$ cat src/hw/hiev_map.vh
// Register offsets, bit positions and reset values of the interrupt event register block
`ifndef HIEV_MAP_VH
`define HIEV_MAP_VH

`define HIEV_AW              4
`define HIEV_DW              32
`define HIEV_ADDR_EVT_SET    4'h0
`define HIEV_ADDR_EVT_CLR    4'h1
`define HIEV_ADDR_MASK_SET   4'h2
`define HIEV_ADDR_MASK_CLR   4'h3
`define HIEV_ADDR_ISO_TX_SET 4'h4
`define HIEV_ADDR_ISO_TX_CLR 4'h5
`define HIEV_ADDR_ISO_TX_MSK 4'h6
`define HIEV_ADDR_ISO_RX_SET 4'h7
`define HIEV_ADDR_ISO_RX_CLR 4'h8
`define HIEV_ADDR_ISO_RX_MSK 4'h9
`define HIEV_ADDR_STATUS     4'ha

`define HIEV_BIT_ISO_TX      6
`define HIEV_BIT_ISO_RX      7
`define HIEV_BIT_SELF_ID     16
`define HIEV_BIT_BUS_RESET   17
`define HIEV_BIT_GLOBAL_EN   31

// Latched event bits: 0-5, 8, 9, 16, 17
`define HIEV_LATCH_MASK      32'h0003_033f
// Mask bits that exist: events 0-9, 16, 17 and the global enable
`define HIEV_MASK_VALID      32'h8003_03ff
`define HIEV_ZERO            32'h0000_0000
`define HIEV_EVT_RESET       32'h0000_0000
`define HIEV_MASK_RESET      32'h0000_0000
// Event positions that may raise the interrupt; bit 31 is the enable itself
`define HIEV_IRQ_SRC_MASK    32'h7fff_ffff

`endif

$ cat src/hw/hiev_event_reg.v
// Primary interrupt event register with set and clear aliases and its mask
`timescale 1ns/10ps
`include "hiev_map.vh"

// Summary of operation
// - A rising edge on an event source sets its event bit.
// - Writing one at the set alias sets that event bit.
// - Writing one at the clear alias clears that event bit.
// - Reading the set alias returns all event bits unmasked.
// - Reading the clear alias returns event bits ANDed with mask bits.
// - Event bits cleared to zero at reset; software clears before use.
// - Bit 0: request transmit last-output done, when descriptor asks.
// - Bit 1: response transmit last-output done, when descriptor asks.
// - Bit 2: receive request buffer descriptor done, when asked.
// - Bit 3: receive response buffer descriptor done, when asked.
// - Bit 4: per received request packet, after status written back.
// - Bit 5: per received response packet, after status written back.
// - Bit 6: unlatched OR of iso transmit events ANDed with mask.
// - Bit 7: unlatched OR of iso receive events ANDed with mask.
// - Bit 8: host bus error writing acknowledged posted write data.
// - Bit 9: lock response failed after all retries.
// - Bit 16: self-identification stream complete.
// - Self-id-complete clears in the cycle bus reset event sets.
// - Bit 17: physical layer entered bus reset.
// - Writing zero at either alias leaves a bit unchanged.
// - Interrupt asserted while any set event bit is also masked in.
// - Global enable bit 31 low blocks interrupt; clear-alias reads unaffected.
// - Software cannot clear bus reset event during self-id phase.

module hiev_event_reg #(
    parameter ISO_TX_N = 32,
    parameter ISO_RX_N = 32
) (
    input  wire                   clk,
    input  wire                   rst,
    input  wire                   ce,
    input  wire [`HIEV_AW-1:0]    addr,
    input  wire [`HIEV_DW-1:0]    wdata,
    input  wire                   wr,
    input  wire                   rd,
    output reg  [`HIEV_DW-1:0]    rdata,
    input  wire                   async_req_tx_done,
    input  wire                   async_rsp_tx_done,
    input  wire                   rx_req_buffer_done,
    input  wire                   rx_rsp_buffer_done,
    input  wire                   rx_req_packet_done,
    input  wire                   rx_rsp_packet_done,
    input  wire                   posted_write_fault,
    input  wire                   lock_response_fault,
    input  wire                   self_ident_done,
    input  wire                   bus_reset_seen,
    input  wire                   self_id_phase,
    input  wire [ISO_TX_N-1:0]    iso_tx_src,
    input  wire [ISO_RX_N-1:0]    iso_rx_src,
    output reg                    irq
);

    reg  [`HIEV_DW-1:0] interrupt_event_flags_r;
    reg  [`HIEV_DW-1:0] interrupt_event_flags_nxt;
    reg  [`HIEV_DW-1:0] interrupt_mask_bits_r;
    reg  [`HIEV_DW-1:0] interrupt_mask_bits_nxt;
    reg  [`HIEV_DW-1:0] src_prev_r;
    reg  [ISO_TX_N-1:0] iso_tx_event_flags_r;
    reg  [ISO_TX_N-1:0] iso_tx_event_mask_r;
    reg  [ISO_RX_N-1:0] iso_rx_event_flags_r;
    reg  [ISO_RX_N-1:0] iso_rx_event_mask_r;
    reg  [ISO_TX_N-1:0] iso_tx_prev_r;
    reg  [ISO_RX_N-1:0] iso_rx_prev_r;
    reg  [`HIEV_DW-1:0] rdata_nxt;
    reg  [`HIEV_DW-1:0] set_bits;
    reg  [`HIEV_DW-1:0] clr_bits;
    wire [`HIEV_DW-1:0] src_now;
    wire [`HIEV_DW-1:0] src_rise;
    wire [ISO_TX_N-1:0] iso_tx_rise;
    wire [ISO_RX_N-1:0] iso_rx_rise;
    wire                iso_tx_summary;
    wire                iso_rx_summary;
    wire [`HIEV_DW-1:0] event_view;
    wire                wr_evt_set;
    wire                wr_evt_clr;
    wire [ISO_TX_N-1:0] iso_tx_set_bits;
    wire [ISO_TX_N-1:0] iso_tx_clr_bits;
    wire [ISO_RX_N-1:0] iso_rx_set_bits;
    wire [ISO_RX_N-1:0] iso_rx_clr_bits;

    // Each source sits at its event bit position
    assign src_now = {14'h0000,
                      bus_reset_seen,
                      self_ident_done,
                      6'h00,
                      lock_response_fault,
                      posted_write_fault,
                      2'h0,
                      rx_rsp_packet_done,
                      rx_req_packet_done,
                      rx_rsp_buffer_done,
                      rx_req_buffer_done,
                      async_rsp_tx_done,
                      async_req_tx_done};

    // Edge detect, so a source held high sets the bit only once
    assign src_rise = src_now & ~src_prev_r & `HIEV_LATCH_MASK;

    assign iso_tx_rise = iso_tx_src & ~iso_tx_prev_r;
    assign iso_rx_rise = iso_rx_src & ~iso_rx_prev_r;

    assign iso_tx_summary = |(iso_tx_event_flags_r & iso_tx_event_mask_r);
    assign iso_rx_summary = |(iso_rx_event_flags_r & iso_rx_event_mask_r);

    // Summary bits are live, never stored
    assign event_view = (interrupt_event_flags_r & `HIEV_LATCH_MASK)
                      | ({{(`HIEV_DW-1){1'b0}}, iso_tx_summary} << `HIEV_BIT_ISO_TX)
                      | ({{(`HIEV_DW-1){1'b0}}, iso_rx_summary} << `HIEV_BIT_ISO_RX);

    assign wr_evt_set = wr && (addr == `HIEV_ADDR_EVT_SET);
    assign wr_evt_clr = wr && (addr == `HIEV_ADDR_EVT_CLR);

    assign iso_tx_set_bits = (wr && (addr == `HIEV_ADDR_ISO_TX_SET)) ? wdata[ISO_TX_N-1:0]
                                                                   : {ISO_TX_N{1'b0}};
    assign iso_tx_clr_bits = (wr && (addr == `HIEV_ADDR_ISO_TX_CLR)) ? wdata[ISO_TX_N-1:0]
                                                                   : {ISO_TX_N{1'b0}};
    assign iso_rx_set_bits = (wr && (addr == `HIEV_ADDR_ISO_RX_SET)) ? wdata[ISO_RX_N-1:0]
                                                                   : {ISO_RX_N{1'b0}};
    assign iso_rx_clr_bits = (wr && (addr == `HIEV_ADDR_ISO_RX_CLR)) ? wdata[ISO_RX_N-1:0]
                                                                   : {ISO_RX_N{1'b0}};

    always @* begin
        set_bits = src_rise;
        if (wr_evt_set) begin
            set_bits = set_bits | (wdata & `HIEV_LATCH_MASK);
        end
        clr_bits = `HIEV_ZERO;
        if (wr_evt_clr) begin
            clr_bits = wdata & `HIEV_LATCH_MASK;
        end
        if (self_id_phase) begin
            clr_bits[`HIEV_BIT_BUS_RESET] = 1'b0;
        end
        // A new event beats a simultaneous software clear
        interrupt_event_flags_nxt = (interrupt_event_flags_r & ~clr_bits) | set_bits;
        // Bus reset setting wipes self-id complete, even one arriving now
        if (set_bits[`HIEV_BIT_BUS_RESET] && !interrupt_event_flags_r[`HIEV_BIT_BUS_RESET]) begin
            interrupt_event_flags_nxt[`HIEV_BIT_SELF_ID] = 1'b0;
        end
    end

    always @* begin
        interrupt_mask_bits_nxt = interrupt_mask_bits_r;
        if (wr && (addr == `HIEV_ADDR_MASK_SET)) begin
            interrupt_mask_bits_nxt = interrupt_mask_bits_r | (wdata & `HIEV_MASK_VALID);
        end
        if (wr && (addr == `HIEV_ADDR_MASK_CLR)) begin
            interrupt_mask_bits_nxt = interrupt_mask_bits_r & ~(wdata & `HIEV_MASK_VALID);
        end
    end

    always @* begin
        rdata_nxt = `HIEV_ZERO;
        case (addr)
            `HIEV_ADDR_EVT_SET:    rdata_nxt = event_view;
            `HIEV_ADDR_EVT_CLR:    rdata_nxt = event_view & interrupt_mask_bits_r;
            `HIEV_ADDR_MASK_SET,
            `HIEV_ADDR_MASK_CLR:   rdata_nxt = interrupt_mask_bits_r;
            `HIEV_ADDR_ISO_TX_SET: rdata_nxt[ISO_TX_N-1:0] = iso_tx_event_flags_r;
            `HIEV_ADDR_ISO_TX_CLR: rdata_nxt[ISO_TX_N-1:0] = iso_tx_event_flags_r
                                                           & iso_tx_event_mask_r;
            `HIEV_ADDR_ISO_TX_MSK: rdata_nxt[ISO_TX_N-1:0] = iso_tx_event_mask_r;
            `HIEV_ADDR_ISO_RX_SET: rdata_nxt[ISO_RX_N-1:0] = iso_rx_event_flags_r;
            `HIEV_ADDR_ISO_RX_CLR: rdata_nxt[ISO_RX_N-1:0] = iso_rx_event_flags_r
                                                           & iso_rx_event_mask_r;
            `HIEV_ADDR_ISO_RX_MSK: rdata_nxt[ISO_RX_N-1:0] = iso_rx_event_mask_r;
            `HIEV_ADDR_STATUS:     rdata_nxt[0] = irq;
            default:               rdata_nxt = `HIEV_ZERO;
        endcase
        if (!rd) begin
            rdata_nxt = `HIEV_ZERO;
        end
    end

    // Event flags are cleared at reset although software must not rely on it
    always @(posedge clk) begin
        if (rst) begin
            interrupt_event_flags_r <= `HIEV_EVT_RESET;
            interrupt_mask_bits_r   <= `HIEV_MASK_RESET;
            src_prev_r              <= `HIEV_ZERO;
            iso_tx_event_flags_r    <= {ISO_TX_N{1'b0}};
            iso_tx_event_mask_r     <= {ISO_TX_N{1'b0}};
            iso_rx_event_flags_r    <= {ISO_RX_N{1'b0}};
            iso_rx_event_mask_r     <= {ISO_RX_N{1'b0}};
            iso_tx_prev_r           <= {ISO_TX_N{1'b0}};
            iso_rx_prev_r           <= {ISO_RX_N{1'b0}};
            rdata                   <= `HIEV_ZERO;
            irq                     <= 1'b0;
        end else if (ce) begin
            interrupt_event_flags_r <= interrupt_event_flags_nxt;
            interrupt_mask_bits_r   <= interrupt_mask_bits_nxt;
            src_prev_r              <= src_now;
            iso_tx_prev_r           <= iso_tx_src;
            iso_rx_prev_r           <= iso_rx_src;
            if (wr && (addr == `HIEV_ADDR_ISO_TX_MSK)) begin
                iso_tx_event_mask_r <= wdata[ISO_TX_N-1:0];
            end
            if (wr && (addr == `HIEV_ADDR_ISO_RX_MSK)) begin
                iso_rx_event_mask_r <= wdata[ISO_RX_N-1:0];
            end
            // Same set-over-clear discipline for the secondary flags
            iso_tx_event_flags_r <= (iso_tx_event_flags_r & ~iso_tx_clr_bits)
                                  | iso_tx_rise
                                  | iso_tx_set_bits;
            iso_rx_event_flags_r <= (iso_rx_event_flags_r & ~iso_rx_clr_bits)
                                  | iso_rx_rise
                                  | iso_rx_set_bits;
            rdata <= rdata_nxt;
            // Registered, so it follows the flags by one cycle
            irq <= interrupt_mask_bits_r[`HIEV_BIT_GLOBAL_EN]
                && (|(event_view & interrupt_mask_bits_r & `HIEV_IRQ_SRC_MASK));
        end
    end

endmodule

$ cat config.mk
export PLATFORM = sky130hd
export DESIGN_NAME = hiev_event_reg
export DESIGN_NICKNAME = d
export VERILOG_FILES = /design/src/hw/hiev_event_reg.v
export VERILOG_INCLUDE_DIRS = /design/src /design/src/hw
export SDC_FILE = /design/constraint.sdc
export NUM_CORES = 1
export LEC_CHECK = 0
export ABC_CLOCK_PERIOD_IN_PS = 3600
export BUFFER_PORTS_ARGS = -buffer_cell sky130_fd_sc_hd__buf_2
export CORE_ASPECT_RATIO = 0.9
export CORE_MARGIN = 4
export CORE_UTILIZATION = 50
export DETAILED_ROUTE_END_ITERATION = 6
export GPL_ROUTABILITY_DRIVEN = 0
export GPL_TIMING_DRIVEN = 0
export HOLD_SLACK_MARGIN = 0.12
export PLACE_DENSITY = 0.7
export SETUP_SLACK_MARGIN = 0.5
export SYNTH_ARGS = -nofsm -noshare
export SYNTH_HDL_FRONTEND = slang
export SYNTH_SLANG_ARGS = --single-unit
$ cat constraint.sdc
create_clock -name clk -period 3.6 [get_ports clk]
set_input_delay 0.18 -clock clk [delete_from_list [all_inputs] [get_ports clk]]
set_output_delay 0.18 -clock clk [all_outputs]
set_load 0.05 [all_outputs]
==> results of run 1 <==
## worst reg2reg max path, cell delays in order, from the launching register on
cell and delay [ns]:
dfxtp_1 0.38, a22o_1 0.24, a221oi_1 0.47, nand3_1 0.15, or4_4 0.57, a221oi_2 0.35, o31ai_1 0.10
## per-stage QoR
step / power, mW / std cells / area [µm²] / setup WS, ns
2_1_floorplan: 3.54 / 1543 / 12100 / 1.82
3_3_place_gp: 3.83 / 1976 / 13200 / 1.19
3_5_place_dp: 3.84 / 1976 / 13200 / 1.21
4_1_cts: 6.74 / 2121 / 15000 / 1.35
5_1_grt: 6.96 / 2121 / 15000 / 1.28
6_report: 6.77 / 2121 / 15000 / 1.22
## placed cells by master, fill, tap and decap left out, types with 2 or more instances in the layout
master	netlist	routed
nand2_1	270	270
dfxtp_1	258	258
nor2_1	195	195
buf_2	38	169
a21oi_1	127	127
dlygate4sd3_1	0	97
a22oi_1	87	87
clkbuf_1	78	84
inv_1	76	76
mux2i_1	74	74
o21ai_0	55	55
a22o_1	45	45
nor2b_1	37	37
o21ai_1	27	27
clkbuf_16	0	27
o221ai_1	26	26
o2111ai_1	25	25
nand2b_1	18	18
nand3_1	18	18
a311oi_1	13	13
a221oi_1	8	8
a32oi_1	7	7
buf_1	6	6
and3_1	6	6
buf_4	5	5
nand4_1	5	5
clkinv_2	0	5
clkbuf_8	0	5
o31ai_1	4	4
and2_1	3	3
o22ai_1	3	3
a221oi_2	3	3
a31oi_1	3	3
buf_6	3	3
bufinv_16	0	3
nor2_2	2	2
a21o_1	2	2
nor3_1	2	2
a221o_1	2	2
nor4_4	2	2
## worst max-delay path by stage
stage                                                startpoint          endpoint  slack (ns)
after floorplan           iso_rx_event_flags_r[13]$_SDFFE_PP0P_  irq$_SDFFE_PP0P_        1.82
after global placement                                       ce  irq$_SDFFE_PP0P_        1.19
after detailed placement                                     ce  irq$_SDFFE_PP0P_        1.21
after CTS                   iso_rx_event_mask_r[1]$_SDFFE_PP0P_  irq$_SDFFE_PP0P_        1.35
after global routing        iso_rx_event_mask_r[1]$_SDFFE_PP0P_  irq$_SDFFE_PP0P_        1.28
final                       iso_rx_event_mask_r[1]$_SDFFE_PP0P_  irq$_SDFFE_PP0P_        1.22
## flip-flops by register name (all words and copies together) (netlist names), named ones only
signal,cells
iso_tx_event_mask_r,32
iso_tx_event_flags_r,32
rdata,32
irq,1
iso_rx_prev_r,32
src_prev_r,10
interrupt_event_flags_r,10
iso_rx_event_mask_r,32
iso_tx_prev_r,32
iso_rx_event_flags_r,32
## power by group
part | total (mW) | switching [mW] | internal (mW)
sequential | 3.11 | 0.130 | 2.98
clock | 2.87 | 1.18 | 1.69
combinational | 0.791 | 0.469 | 0.323
## routing by layer
metal	track usage [%]	share of wire, %	vias to the layer above
li1	-	-	5888
met1	45.1	41	5824
met2	48.9	42	784
met3	8.51	12	136
met4	12.1	4.4	2
met5	0	0.029	-
## cell type report
type | count | area (µm²)
inverters | 77 | 289
clock buffers | 38 | 767
plain buffers | 130 | 577
multi-input cells | 1078 | 6090
clock inverters | 10 | 131
well taps | 302 | 378
fillers | 2053 | 8580
flip-flops and latches | 258 | 5160
repair buffers | 228 | 1630
## cells by family after synthesis
| logic type | Yosys count |
|---|---|
| AND/OR/NAND/NOR | 563 |
| AO/OA/AOI/OAI | 440 |
| flip-flops | 258 |
| buffers and inverters | 207 |
| multiplexers | 75 |
==> flow_metrics.py, run 1 <==
metrics = {
    "status": {
        "status": "complete, no violations",
    },
    "sta": {
        "setup-violations-final": 0,
        "period_share_pct": 66.1,
        "hold_ws_ns": 0.189,
        "rsz0062_at_grt": "no",
        "tightest_slew_ns": 1.19,
        "max_freq_mhz": 420,
        "relSlewSlack_pct": 20.7,
        "setup_tns_ns": 0,
        "slew_violations": 0,
        "hold_viol": 0,
        "layout_min_cycle_time_ns": 2.38,
        "fin_skew_ns": 0.0103,
    },
    "die": {
        "io_pins": 149,
        "initial_core_util_pct": 51.3,
        "core_mm2": 0.0236,
        "die_h_um": 156,
        "die_x_um": 172,
        "die_area_mm2": 0.0268,
        "num_rows": 53,
    },
    "worst_setup_path": {
        "required_ns": 4.00,
        "reg2reg_slack_ns": 1.22,
        "reg2reg_from": "iso_rx_event_mask_r[1]$_SDFFE_PP0P_",
        "path_buf_inv": 0,
        "crit_family": "compound AO/OA/AOI/OAI gates",
        "end_kind": "flop",
        "slowest_delay_ns": 0.57,
        "r2r_end": "irq$_SDFFE_PP0P_",
        "cp.arrival_ns": 2.78,
        "cp_max_fo": 4,
        "cp.depth": 6,
        "crit_type": "flop to flop",
        "crit_chain": "a22o_1 > a221oi_1 > nand3_1 > or4_4 > a221oi_2 > o31ai_1",
        "startpoint_type": "flop",
        "cp_slowest_cell": "or4_4",
        "ff2ff_path_depth": 6,
    },
    "synth": {
        "synth_area_leaders": "dfxtp_1, nand2_1, mux2i_1",
        "synth_edf_count": 0,
        "synth_cells": 1543,
        "post_synth_xor_area_fraction_pct": 0,
        "yosys.area_share.simple_pct": 19.6,
        "synth_fa_ha_area_share_pct": 0,
        "synth_area_per_cell_um2": 7.86,
        "synth_flop_cell": "dfxtp_1",
        "post-synth-top-count-cell": "nand2_1",
        "synth_compound_area_share_pct": 24.4,
        "synth_top_family_by_area": "compound AO/OA/AOI/OAI gates",
        "ys_warn_count": 0,
        "synth_area_mm2": 0.0121,
        "synth_top_area_cell": "dfxtp_1",
        "netlist_top_cells_count": "nand2_1, dfxtp_1, nor2_1, a21oi_1, a22oi_1",
        "yosysUniqueCellTypes": 45,
        "synth_top_area_share_pct": 42.6,
        "synthMuxAreaShare_pct": 6.20,
        "syn-num-nets": 1659,
        "async_flop_share_pct": 0,
        "ys_seq_area_share_pct": 42.6,
        "synth.ff_latch_count": 258,
    },
    "clock_network": {
        "hold_buffers": 97,
        "post_cts_resized": 0,
        "cts_tree": "built",
        "htreeDepth": 1,
        "cts_buffers": 27,
        "clkSlewWorstSetupHoldPaths_ns": 0.06,
        "cts_setup_buffers": 0,
        "cts_buffer_depth": 3,
        "clock_latency_ns": 0.53,
        "clock-root-buffer": "clkbuf_16",
        "cts.sink_count": 258,
    },
    "place": {
        "post-dp-hpwl_um": 32600,
        "io_buffers": 131,
    },
    "global_route": {
        "grtUsageTotal_pct": 32.5,
        "grt-ovfl-total": 0,
        "antenna_found_initial": 1,
        "grt_max_degree": 14,
        "grt_pass1_vias": 11848,
        "grt_first_pass_wirelength_um": 68300,
    },
    "power_and_ir_drop": {
        "ir_drop_v": 0.000275,
        "pwr_density_cell_mw_per_mm2": 450,
        "p_leak_nw": 5.99,
    },
    "detailed_routing": {
        "drtIter0Drc": 1624,
        "routed-via-count": 12634,
        "drc": 0,
        "drt_wl_total_um": 45300,
        "drtPass1Iterations": 6,
        "ant_nets": 0,
        "wl_per_cell_um": 21.4,
        "via_per_inst": 5.96,
    },
    "min_path": {
        "hold_class": "input port to flop",
        "holdPathStages": 5,
        "worstHoldEndpoint": "rdata[0]$_SDFFE_PP0P_",
        "holdCritStartpoint": "rd",
    },
    "final_layout": {
        "antenna_cells": 0,
        "syn_to_final_growth_pct": 23.9,
        "nets": 1916,
        "postLayoutCoreUtil_pct": 63.6,
        "drive_above_1_share_pct": 12.8,
    },
    "flow_run": {
        "drv_cap": 0,
    },
}
Power figures use the tool's default switching activity.
==> run 2, diff against run 1 <==
ABC_CLOCK_PERIOD_IN_PS = 2300   (was 3600)
clock period = 2.3 ns   (was 3.6 ns; I/O delays follow)
==> flow_metrics.py, run 2 (synthesis gave the netlist of run 1 again) <==
metrics = {
    "final_layout": {
        "nets": 1925,
        "final_cell_mix": "nand2_1, dfxtp_1, nor2_1",
        "drive_above_1_share_pct": 14.2,
        "postLayoutCoreUtil_pct": 64.3,
        "antenna_cells": 0,
        "seq_area_mm2": 0.00518,
        "multi_input_area_mm2": 0.00614,
        "syn_to_final_growth_pct": 25.2,
        "final_common_cell": "nand2_1",
        "fillers": 2028,
    },
    "detailed_routing": {
        "dr_wl_met3_um": 5470,
        "drtPass1Iterations": 7,
        "wl_per_cell_um": 21.4,
        "wl_met2_um": 19500,
        "drt-met1-wl_um": 18600,
        "top_layer": "met4",
        "drt_wl_total_um": 45600,
        "routed-via-count": 12775,
        "drc": 2,
        "ant_nets": 0,
        "via_per_inst": 6.00,
        "drtIter0Drc": 1674,
    },
    "worst_setup_path": {
        "crit_family": "compound AO/OA/AOI/OAI gates",
        "end_kind": "flop",
        "path_buf_inv": 0,
        "crit_path_frequent_cell": "a221oi_2",
        "crit_chain": "a22o_1 > a221oi_2 > nand4_1 > or4_4 > a221oi_2 > o31ai_1",
        "cp_max_fo": 4,
        "slowest_delay_ns": 0.57,
        "crit_type": "flop to flop",
        "required_ns": 2.70,
        "startpoint_type": "flop",
        "r2r_end": "irq$_SDFFE_PP0P_",
        "reg2reg_from": "iso_rx_event_flags_r[7]$_SDFFE_PP0P_",
        "reg2reg_slack_ns": 0.26,
        "ff2ff_path_depth": 6,
        "cp_slowest_cell": "or4_4",
        "cp.arrival_ns": 2.45,
    },
    "die": {
        "die_h_um": 156,
        "core_mm2": 0.0236,
        "die_x_um": 172,
        "die_area_mm2": 0.0268,
        "io_pins": 149,
        "initial_core_util_pct": 51.3,
        "num_rows": 53,
    },
    "sta": {
        "tightest_slew_ns": 1.00,
        "setup-violations-final": 0,
        "max_freq_mhz": 490,
        "layout_min_cycle_time_ns": 2.04,
        "period_share_pct": 88.8,
        "relSlewSlack_pct": 33.1,
        "fin_skew_ns": 0.0132,
        "slew_violations": 0,
        "hold_viol": 0,
        "rsz0062_at_grt": "yes",
    },
    "status": {
        "violations": "design-rule violations",
        "status": "finished, violations left",
    },
    "power_and_ir_drop": {
        "power_frac_comb_pct": 11.8,
        "power.internal_mw": 7.82,
        "clockPowerShare_pct": 42.3,
        "switchingPower_mw": 2.78,
        "ir_drop_v": 0.000411,
        "swShare_pct": 26.2,
        "total_power_mw": 10.6,
        "pwr_density_cell_mw_per_mm2": 699,
        "p_leak_nw": 6.05,
        "seq_power_share_pct": 45.9,
    },
    "clock_network": {
        "htreeDepth": 1,
        "clock-root-buffer": "clkbuf_16",
        "clock_latency_ns": 0.54,
        "cts.sink_count": 258,
        "cts_tree": "built",
        "cts_buffer_depth": 3,
        "cts_buffers": 27,
        "clkSlewWorstSetupHoldPaths_ns": 0.06,
    },
    "global_route": {
        "antenna_found_initial": 0,
        "grt_first_pass_wirelength_um": 68600,
        "grt_max_degree": 14,
        "grt_pass1_vias": 11909,
        "grtUsageTotal_pct": 32.7,
        "grt-ovfl-total": 0,
    },
    "place": {
        "post-dp-hpwl_um": 32600,
        "io_buffers": 131,
    },
    "min_path": {
        "holdCritStartpoint": "addr[3]",
        "hold_class": "input port to flop",
        "holdPathStages": 4,
        "worstHoldEndpoint": "rdata[7]$_SDFFE_PP0P_",
    },
    "flow_run": {
        "drv_cap": 0,
    },
}
[run 2: routing by layer]
metal | vias to the layer above | GRT usage [%]
met5 | - | 0
met4 | 0 | 11.9
met3 | 142 | 8.31
met2 | 760 | 49.4
met1 | 5980 | 45.3
li1 | 5893 | -
[run 2: area by class of cell]
cell class | instances | area share [%]
Inverter | 77 | 1.90
Clock buffer | 38 | 5.05
Tap cell | 302 | 2.49
Sequential cell | 258 | 34.1
Buffer | 130 | 3.82
Multi-Input combinational cell | 1078 | 40.5
Timing Repair Buffer | 237 | 11.2
Clock inverter | 10 | 0.866
[run 2: worst register-to-register path: stages, from the launching register on]
cell	delay, ns
dfxtp_2	0.35
a22o_1	0.24
a221oi_2	0.17
nand4_1	0.16
or4_4	0.57
a221oi_2	0.33
o31ai_1	0.09
[run 2: per-stage QoR]
stage                     setup TNS [ns]  std cells  hold slack (ns)  setup WS, ns  cell area, µm²
after floorplan                        0       1543            0.251         0.517           12100
after global routing                   0       2130            0.138         0.198           15200
after global placement            -0.341       1976            0.365       -0.0443           13200
final                                  0       2130            0.138         0.258           15200
after detailed placement          -0.125       1976            0.373       -0.0265           13200
after CTS                              0       2127            0.124         0.291           15100
[run 2: worst max-delay path by stage]
stage          depth (start not counted)                                   from          endpoint
2_1_floorplan                          6  iso_rx_event_flags_r[13]$_SDFFE_PP0P_  irq$_SDFFE_PP0P_
3_3_place_gp                           5                                     ce  irq$_SDFFE_PP0P_
3_5_place_dp                           5                                     ce  irq$_SDFFE_PP0P_
4_1_cts                                6   iso_rx_event_flags_r[7]$_SDFFE_PP0P_  irq$_SDFFE_PP0P_
5_1_grt                                6    iso_rx_event_mask_r[7]$_SDFFE_PP0P_  irq$_SDFFE_PP0P_
6_report                               6   iso_rx_event_flags_r[7]$_SDFFE_PP0P_  irq$_SDFFE_PP0P_
[run 2: power groups by stage]
stage	registers (mW)	logic, mW	clock network (mW)
final	4.87	1.25	4.49
after global routing	4.87	1.35	4.70
after CTS	4.85	1.21	4.50
after detailed placement	4.94	1.07	0
after global placement	4.93	1.06	0
after floorplan	4.87	0.670	0
[run 2: repair_timing]
item | in CTS | in global routing
pin swaps | 7 | 8
hold buffers | 102 | 0
resized for setup | 11 | 14
setup endpoints to repair | 3 | 32
endpoints found under the hold margin | 202 | 0
setup buffers | 1 | 3
